### src/core/gss_consts.svh
// constants for the gain switch selector
`ifndef GSS_CONSTS_SVH
`define GSS_CONSTS_SVH
`define GSS_SRC_OFF 3'h0
`define GSS_SRC_INPUT 3'h1
`define GSS_SRC_CMD_FREQ 3'h2
`define GSS_SRC_DROOP 3'h3
`define GSS_SRC_SPEED 3'h4
`define GSS_POL_HIGH 1'h0
`define GSS_POL_LOW 1'h1
`define GSS_THRESH_MAX 14'h270F
`define GSS_THRESH_DEF 14'h000A
`define GSS_TC_MAX_MS 7'h64
`define GSS_TC_DEF_MS 7'h01
`define GSS_AUTOTUNE_OFF 2'h3
`define GSS_VIB_MANUAL 2'h2
`define GSS_CLK_HZ 25000000
`define GSS_CYC_PER_MS (`GSS_CLK_HZ / 1000)
`define GSS_MS_CNT_W 15
`define GSS_FRAC_W 16
`define GSS_MIX_MAX 16'hFFFF
`define GSS_ALT_INERTIA_DEF 16'h0046
`define GSS_ALT_INERTIA_MAX 16'h0BB8
`define GSS_ALT_POS_MIN 16'h0001
`define GSS_ALT_POS_MAX 16'h07D0
`define GSS_ALT_SPD_MIN 16'h0014
`define GSS_ALT_SPD_MAX 16'hC350
`define GSS_ALT_INT_MIN 16'h0001
`define GSS_ALT_INT_MAX 16'hC350
`define GSS_ALT_VIB_MIN 16'h0001
`define GSS_ALT_VIB_MAX 16'h03E8
`endif

### src/core/gss_pkg.sv
// types for the gain switch selector
package gss_pkg;
   typedef struct packed {
      logic [15:0] inertia_ratio;
      logic [15:0] position_gain;
      logic [15:0] speed_gain;
      logic [15:0] integral_comp;
      logic [15:0] vibration_freq;
   } gss_gain_set_t;
   typedef struct packed {
      logic [2:0] switch_source_select;
      logic polarity;
      logic [13:0] switch_threshold;
      logic [6:0] switch_time_constant;
      logic [1:0] auto_tuning_setting;
      logic [1:0] vibration_tuning_setting;
   } gss_config_t;
   typedef enum logic [0:0] {GSS_NORMAL, GSS_ALTERNATE} gss_state_t;
endpackage

### src/core/gss_gain_switch_selector.sv
// gain scheduling selector: picks and blends normal and alternate gains
`timescale 1ns/1ps
`include "gss_consts.svh"
module gss_gain_switch_selector (
   input wire logic ref_clk,
   input wire logic reset_n,
   input wire gss_pkg::gss_config_t cfg,
   input wire gss_pkg::gss_gain_set_t normal_set,
   input wire gss_pkg::gss_gain_set_t alt_set,
   input wire logic gain_switch_input,
   input wire logic [13:0] command_freq,
   input wire logic [13:0] droop_pulses,
   input wire logic [13:0] motor_speed,
   output gss_pkg::gss_gain_set_t active_set,
   output logic alt_active,
   output logic [2:0] latched_source,
   output logic config_error
);
   import gss_pkg::*;

   ////////////////////////////////////////////////////////////////////////
   // source latch: sampled once after reset release, stands until next reset
   logic [2:0] src_reg, src_next;
   logic src_taken_reg, src_taken_next;

   always_comb begin
      src_next = src_reg;
      src_taken_next = 1'b1;
      if (!src_taken_reg) begin
         src_next = cfg.switch_source_select;
      end
   end

   always_ff @(posedge ref_clk or negedge reset_n) begin
      if (!reset_n) begin
         src_reg <= `GSS_SRC_OFF;
         src_taken_reg <= 1'b0;
      end else begin
         src_reg <= src_next;
         src_taken_reg <= src_taken_next;
      end
   end

   ////////////////////////////////////////////////////////////////////////
   // condition evaluation
   logic [13:0] thresh;
   logic [13:0] quantity;
   logic use_input;
   logic cond;
   logic [6:0] tc_ms;
   logic range_bad;

   always_comb begin
      // out-of-range settings fall back to defaults rather than saturating
      thresh = cfg.switch_threshold;
      if (cfg.switch_threshold > `GSS_THRESH_MAX) begin
         thresh = `GSS_THRESH_DEF;
      end
      tc_ms = cfg.switch_time_constant;
      if (cfg.switch_time_constant > `GSS_TC_MAX_MS) begin
         tc_ms = `GSS_TC_DEF_MS;
      end
      quantity = 14'h0000;
      use_input = 1'b0;
      if (src_reg == `GSS_SRC_INPUT) begin
         use_input = 1'b1;
      end else if (src_reg == `GSS_SRC_CMD_FREQ) begin
         quantity = command_freq;
      end else if (src_reg == `GSS_SRC_DROOP) begin
         quantity = droop_pulses;
      end else if (src_reg == `GSS_SRC_SPEED) begin
         quantity = motor_speed;
      end
      cond = 1'b0;
      if (src_reg >= `GSS_SRC_INPUT && src_reg <= `GSS_SRC_SPEED) begin
         if (cfg.polarity == `GSS_POL_HIGH) begin
            cond = use_input ? gain_switch_input
                             : (quantity >= thresh);
         end else begin
            cond = use_input ? !gain_switch_input
                             : (quantity <= thresh);
         end
      end
      // a bad alternate set is refused as a whole, never clipped per field
      range_bad = 1'b0;
      if (alt_set.position_gain < `GSS_ALT_POS_MIN ||
          alt_set.position_gain > `GSS_ALT_POS_MAX ||
          alt_set.speed_gain < `GSS_ALT_SPD_MIN ||
          alt_set.speed_gain > `GSS_ALT_SPD_MAX ||
          alt_set.integral_comp < `GSS_ALT_INT_MIN ||
          alt_set.integral_comp > `GSS_ALT_INT_MAX ||
          alt_set.inertia_ratio > `GSS_ALT_INERTIA_MAX ||
          alt_set.vibration_freq < `GSS_ALT_VIB_MIN ||
          alt_set.vibration_freq > `GSS_ALT_VIB_MAX) begin
         range_bad = 1'b1;
      end
   end

   ////////////////////////////////////////////////////////////////////////
   // blend timing: one mix step per ms tick (every clock at tc 0); step is room/tc
   logic [`GSS_MS_CNT_W-1:0] ms_cnt_reg, ms_cnt_next;
   logic [`GSS_FRAC_W-1:0] mix_reg, mix_next;
   gss_state_t state_reg, state_next;
   logic ms_tick;
   logic [`GSS_FRAC_W-1:0] step;
   logic [`GSS_FRAC_W-1:0] room;

   always_comb begin
      // free-running ms counter: the first blend step lands anywhere in 1 ms
      ms_tick = (ms_cnt_reg == `GSS_MS_CNT_W'(`GSS_CYC_PER_MS - 1));
      ms_cnt_next = ms_tick ? '0 : ms_cnt_reg + 1'b1;
      // first-order: step is a fraction of the remaining distance
      state_next = cond ? GSS_ALTERNATE : GSS_NORMAL;
      room = (state_reg == GSS_ALTERNATE) ? (`GSS_MIX_MAX - mix_reg)
                                          : mix_reg;
      if (tc_ms == 7'h00) begin
         step = room;
      end else begin
         step = `GSS_FRAC_W'(room / tc_ms);
         if (step == '0 && room != '0) begin
            step = `GSS_FRAC_W'(1);
         end
      end
      mix_next = mix_reg;
      case (state_reg)
         GSS_NORMAL: begin
            if (ms_tick || tc_ms == 7'h00) begin
               mix_next = mix_reg - step;
            end
         end
         GSS_ALTERNATE: begin
            if (ms_tick || tc_ms == 7'h00) begin
               mix_next = mix_reg + step;
            end
         end
         default: mix_next = mix_reg;
      endcase
   end

   always_ff @(posedge ref_clk or negedge reset_n) begin
      if (!reset_n) begin
         ms_cnt_reg <= '0;
         mix_reg <= '0;
         state_reg <= GSS_NORMAL;
      end else begin
         ms_cnt_reg <= ms_cnt_next;
         mix_reg <= mix_next;
         state_reg <= state_next;
      end
   end

   ////////////////////////////////////////////////////////////////////////
   // per-field blending and enables
   logic [4:0] field_en;
   gss_gain_set_t target_set;
   gss_gain_set_t out_next;
   gss_gain_set_t out_reg;
   logic alt_next, alt_reg;
   logic err_next, err_reg;

   always_comb begin
      // the first four fields follow auto-tuning; vibration its own mode, with the input source only
      field_en[4:1] = {4{cfg.auto_tuning_setting == `GSS_AUTOTUNE_OFF}};
      // stopping the motor before a vibration swap is left to the loop side
      field_en[0] = (cfg.vibration_tuning_setting == `GSS_VIB_MANUAL) &&
                    (src_reg == `GSS_SRC_INPUT);
      target_set = alt_set;
      alt_next = (state_reg == GSS_ALTERNATE);
      err_next = range_bad;
   end

   genvar gi;
   generate
      for (gi = 0; gi < 5; gi++) begin : g_field
         logic [15:0] nrm;
         logic [15:0] alt;
         logic [32:0] prod;
         assign nrm = normal_set[gi*16 +: 16];
         assign alt = target_set[gi*16 +: 16];
         // nrm + (alt - nrm) * mix, signed difference kept in 17 bits
         assign prod = 33'($signed({1'b0, alt}) - $signed({1'b0, nrm}))
                       * 33'(mix_reg);
         // full scale is one short of unity, so a rising blend would stop
         // one below the target; at full scale the target is taken as is
         assign out_next[gi*16 +: 16] = (!field_en[gi] || range_bad) ? nrm :
            (mix_reg == `GSS_MIX_MAX) ? alt :
            16'(nrm + 16'(prod[31:16]));
      end
   endgenerate

   always_ff @(posedge ref_clk or negedge reset_n) begin
      if (!reset_n) begin
         out_reg <= '0;
         alt_reg <= 1'b0;
         err_reg <= 1'b0;
      end else begin
         out_reg <= out_next;
         alt_reg <= alt_next;
         err_reg <= err_next;
      end
   end

   assign active_set = out_reg;
   assign alt_active = alt_reg;
   assign latched_source = src_reg;
   assign config_error = err_reg;
endmodule

### config.mk
export PLATFORM = sky130hd
export DESIGN_NAME = gss_gain_switch_selector
export DESIGN_NICKNAME = d
export VERILOG_FILES = /design/src/core/gss_pkg.sv /design/src/core/gss_gain_switch_selector.sv
export VERILOG_INCLUDE_DIRS = /design/src /design/src/core
export SDC_FILE = /design/constraint.sdc
export NUM_CORES = 2
export LEC_CHECK = 0
export ABC_AREA = 1
export BUFFER_PORTS_ARGS = -buffer_cell sky130_fd_sc_hd__buf_2
export CAP_MARGIN = 20
export CORE_MARGIN = 2
export CORE_UTILIZATION = 70
export CTS_CLUSTER_SIZE = 24
export DETAILED_ROUTE_END_ITERATION = 10
export HOLD_SLACK_MARGIN = 0.06
export PLACE_DENSITY = 0.95
export RECOVER_POWER = 25
export SYNTH_ARGS = -nofsm -noshare
export SYNTH_HDL_FRONTEND = slang
export SYNTH_SLANG_ARGS = --single-unit
### constraint.sdc
create_clock -name ref_clk -period 57 [get_ports ref_clk]
set_input_delay 5.7 -clock ref_clk [delete_from_list [all_inputs] [get_ports ref_clk]]
set_output_delay 5.7 -clock ref_clk [all_outputs]
set_load 0.005 [all_outputs]
## Word-level counts from Yosys, hierarchy flattened

Index checks and enable logic that the tools add are counted.

- Multipliers: 5
- Add/subtract/negate cells: 14
- $lt $le $gt $ge: 15
- Reductions and logical operators: 21
- Mux-type cells: 30
- Div/mod/pow operators: 1
- Equality and inequality tests: 10
- Bitwise operators: 1

Operators with widths:

| cell | number |
|---|---|
| 2-to-1 mux 16 bit | 15 |
| multiplier 17 x 17 -> 32 bit | 5 |
| adder 16 bit | 6 |
| subtractor 16 x 16 -> 17 bit | 5 |
| 2-to-1 mux 14 bit | 5 |
| < comparator 16 x 1 -> 1 bit (second input constant) | 3 |
| > comparator 16 bit (second input constant) | 2 |
| case mux 16 bit (2 select lines) | 1 |
| divider 16 x 7 -> 16 bit | 1 |
| equality test 16 bit (second input constant) | 1 |
| > comparator 16 x 10 -> 1 bit (second input constant) | 1 |
| > comparator 16 x 11 -> 1 bit (second input constant) | 1 |
| > comparator 16 x 12 -> 1 bit (second input constant) | 1 |
| logical NOT 16 bit | 1 |
| < comparator 16 x 5 -> 1 bit (second input constant) | 1 |
| nonzero test 16 bit | 1 |
| subtractor 16 bit | 1 |
| subtractor 16 bit (first input constant) | 1 |
| adder 15 x 1 -> 15 bit (second input constant) | 1 |
| equality test 15 bit (second input constant) | 1 |
| 2-to-1 mux 15 bit | 1 |
| >= comparator 14 bit | 1 |
| > comparator 14 bit (second input constant) | 1 |
| <= comparator 14 bit | 1 |
| other kinds (17) | 39 |

- Logic and storage cells: 109
- Output and inout bits: 85
- Register bits after elaboration: 118

## Depth between registers and ports, before layout

- Depth in word-level cells: 12
- Mapped depth: 229
- Depth with buffers taken out: 222

## Worst setup path before layout

Ideal clock, no wire load.

- Path kind: input port to flip-flop
- From: in cfg[7] (netlist bit)
- To: reg mix_reg[15]
- Cell stages on the path: 217
- Slack: 24.126 ns
- Required time: 56.883 ns
- Path buffers: 8
- Arrival time: 32.757 ns
- Cell sequence: nor2_2 nand3_1 nand2_2 nand2_1 inv_1 ha_1 o21ai_0 inv_1 or2_2 nand4_2 clkinv_1 nand2_1 nand2_1 ha_1 o21ai_0 nand2_1 nand2_1 nand2_1 (+181 left out) inv_1 ha_1 a21oi_1 o21ai_0 inv_1 o21ai_0 nand3_1 nand2_1 nand3_1 nand2_1 nand3_1 nand2_1 xor2_1 inv_1 nand3_1 nand2_1 nand3_1 nand2_1

- Word-level cells in the longest chain between the ends: 10
- Elaborated cells between the ends (all ways): 17
- Those cells by class: add/sub (2); div (1); order compare (1); eq/ne (2); mux (6); reduce/logical (5)

Ends and longest elaborated chain:

| what | line | text |
|---|---|---|
| from (decl) | gss_gain_switch_selector.sv:7 | `input wire gss_pkg::gss_config_t cfg,` |
| > comparator 7 bit (no line) | - |  |
| 2-to-1 mux 7 bit * | gss_gain_switch_selector.sv:60 | `` if (cfg.switch_time_constant > `GSS_TC_MAX_MS) begin `` |
| divider 16 x 7 -> 16 bit | gss_gain_switch_selector.sv:119 | `` step = `GSS_FRAC_W'(room / tc_ms); `` |
| logical NOT 16 bit | gss_gain_switch_selector.sv:120 | `if (step == '0 && room != '0) begin` |
| logical AND 1 bit | gss_gain_switch_selector.sv:120 |  |
| 2-to-1 mux 16 bit | gss_gain_switch_selector.sv:120 |  |
| 2-to-1 mux 16 bit | gss_gain_switch_selector.sv:116 | `if (tc_ms == 7'h00) begin` |
| adder 16 bit / subtractor 16 bit (equally long branches) | gss_gain_switch_selector.sv:133, gss_gain_switch_selector.sv:128 |  |
| 2-to-1 mux 16 bit, on equally long branches | gss_gain_switch_selector.sv:132, gss_gain_switch_selector.sv:127 |  |
| case mux 16 bit (2 select lines) | gss_gain_switch_selector.sv:125 | `case (state_reg)` |
| to (signal assigned) | gss_gain_switch_selector.sv:147 | `mix_reg <= mix_next;` |
| to (decl) | gss_gain_switch_selector.sv:102 | `` logic [`GSS_FRAC_W-1:0] mix_reg, mix_next; `` |

Mark *: on every way between the ends. The rest lies on a longest branch, timed or not. The select of a mux whose other input is x is not followed.
A chain may end at the register's enable or synchronous reset.

## Worst setup path after layout

Ends and elaborated chain as after synthesis.

==> results.txt <==
Status - complete, but fails checks
Failing checks - design-rule violations, max-capacitance violations, max-slew violations
Synth Instances - 8308
Crit path arrival time - 37.28 ns
Simple-Gate Fraction of Synth Area - 17.2%
CTS Hold Bufs - 0
Initial antenna violation count - 10
Core area - 92900 um2
GRT Overall Usage - 43.9%
Post_cts resized - 0
Post-DP HPWL - 157 mm
Critical Path Max Stage Delay - 0.51 ns
Drt first pass iters - 11
Async set or reset register ratio after synthesis - 100%
Largest family of logic cells by synthesized area - adder cells
Leading post-synthesis cells by instance count - inv_1, nand2_1, fa_1, nor2_1, ha_1
Total number of H-tree levels - 4
Vias in the first global route - 63998
Vias post-DR - 58708
Min Hold Slack - 0.481 ns
Yosys top cell by area - fa_1
Routed Antenna Nets - 0
Adder-Cell Fraction of Synth Area - 53.8%
Endpoints failing hold - 0
CP Launch Type - input port
Count leader, synth - inv_1
Final period utilization - 64.6%
Number of flip-flops in the largest register - 80
Max Cap Violations - 1
Post-synth EDFFs - 0
CTS tree - done
Dpl cell area - 68000 um2
DRC - 12
CTS clock-pin slew for the worst setup and hold paths - 0.07 ns
Clk_lat worst skew - 0.56 ns
Worst clock skew - 0.0200 ns
DIE HEIGHT - 310 um
Largest net degree at the start of global routing - 76
Min cycle time layout - 36.85 ns
Slew at the pin closest to its max-slew limit - 4.07 ns
Nets@finish - 10697
Post-Synthesis Mean Instance Area - 7.87 um2
XOR/XNOR Fraction of Synth Area - 4.04%
Top cells by area, synth - fa_1, ha_1, inv_1
Register area share after synthesis - 4.51%
Die boundary width - 310 um
CP required - 57.44 ns
Routed WL per cell - 20.8 um
Cell area after synthesis - 65400 um2
Total CTS buffers - 17
RSZ-0062 raised after global routing - false
Slew Limit Fails - 71
Area delta synth->final - 4.94%
Compound-Gate Fraction of Synth Area - 6.04%
Post-route cell area - 68600 um2
Slew HR - -171%
Multiplexer area fraction after synthesis - 0.109%
Reg2Reg Setup Slack - 24.62 ns
Achievable Freq - 0.0271 GHz
Clock Sinks - 118
CP max stage cell - inv_1
Via density - 6.04
Critical path class - input port to register
Total grt overflow - 0
#FFs+latches synth - 118
Io pins - 319
First-pass GRT wire length - 324 mm
Most used flip-flop cell after synthesis - dfrtp_1
Fill cell count - 5834
Routability cong. - 0.984
Hold Crit Class - register to register
Setup bufs post-CTS - 0
Clock buffer depth - 2
Die area - 95900 um2
Synth warn - 0
Sum Neg Setup Slack - 0 ns
CP max FO - 17
Drt initial violations - 6716
Endpoints failing setup - 0
Initial core utilization - 70.4%
Number of cell rows - 112
CP Capture Type - register
Area of the multi-input gates - 53200 um2
Clk root buf - clkbuf_16
Synth top area share - 40.9%
Fraction of layout cells with a size suffix above 1 - 6.87%
Total wire length - 202 mm
Most common cell on crit path - nand2_1
IO buf count - 318
Syn nets - 10555
Post-synth cell types - 63
Register area - 2970 um2
Core Util, Final - 73.9%
-- final timing paths --
kind / startpoint / to / cells past startpoint
max: cfg[7] / mix_reg[15] / 213
min: ms_cnt_reg[0] / ms_cnt_reg[0] / 1
max reg2reg: alt_next / mix_reg[15] / 212
min reg2reg: ms_cnt_reg[0] / ms_cnt_reg[0] / 1
max in group asynchronous: reset_n / mix_reg[10] / 1
min in group asynchronous: reset_n / active_set[15] / 1
-- critical path: cells and delay by family --
kind / cells / cell delay [ns]
AND/OR/NAND/NOR: 113 / 13.36
XOR/XNOR: 2 / 0.40
AO/OA/AOI/OAI: 56 / 9.11
buffers and inverters: 25 / 3.19
adder cells (fa/ha/maj): 17 / 5.41
-- through the flow --
stage / setup WS (ns) / std cells
3_3_place_gp: 21.06 / 9682
5_1_grt: 16.66 / 9717
4_1_cts: 20.54 / 9715
3_5_place_dp: 20.09 / 9683
2_1_floorplan: 24.13 / 8308
6_report: 20.15 / 9724
-- final cells by class --
type                    count  area share [%]
flip-flops and latches    118            4.33
multi-input cells        5718            77.5
well taps                1254            2.29
repair buffers            368            2.88
diodes                      7          0.0255
clock buffers              18           0.640
inverters                2227            12.2
clock inverters            14           0.206
-- routing by layer --
layer | share of wire (%) | routed length [um] | vias to the layer above | track usage [%]
met3 | 14 | 28200 | 1688 | 16.3
met5 | 0.034 | 68 | - | 0
li1 | - | - | 24748 | -
met2 | 45 | 90600 | 4631 | 67.7
met4 | 10 | 20300 | 10 | 36.3
met1 | 31 | 63000 | 27631 | 48.6
-- cells in the final DEF, fill, tap and decap left out, types with 73 or more instances in the layout --
cell	Yosys	final
inv_1	2180	2176
fa_1	1336	1336
ha_1	677	677
or2_2	73	73
nand3_1	134	134
dfrtp_1	118	107
a21oi_1	281	281
o21ai_0	222	222
xor2_1	165	165
nor2_1	722	719
nand2_1	1553	1553
xnor2_1	137	137
buf_2	5	318
-- logic make-up after synthesis --
group	count (synthesis)
and+or+nand+nor	2702
xor gates and xnor gates	302
buffers and inverters	2472
muxes	7
adders and majority gates	2013
AOI/OAI and AO/OA	693
other	1
DFF	118
Power is left out: the tool's default activity adds up to more than one toggle a clock period on the data nets, which glitch-free logic cannot reach.
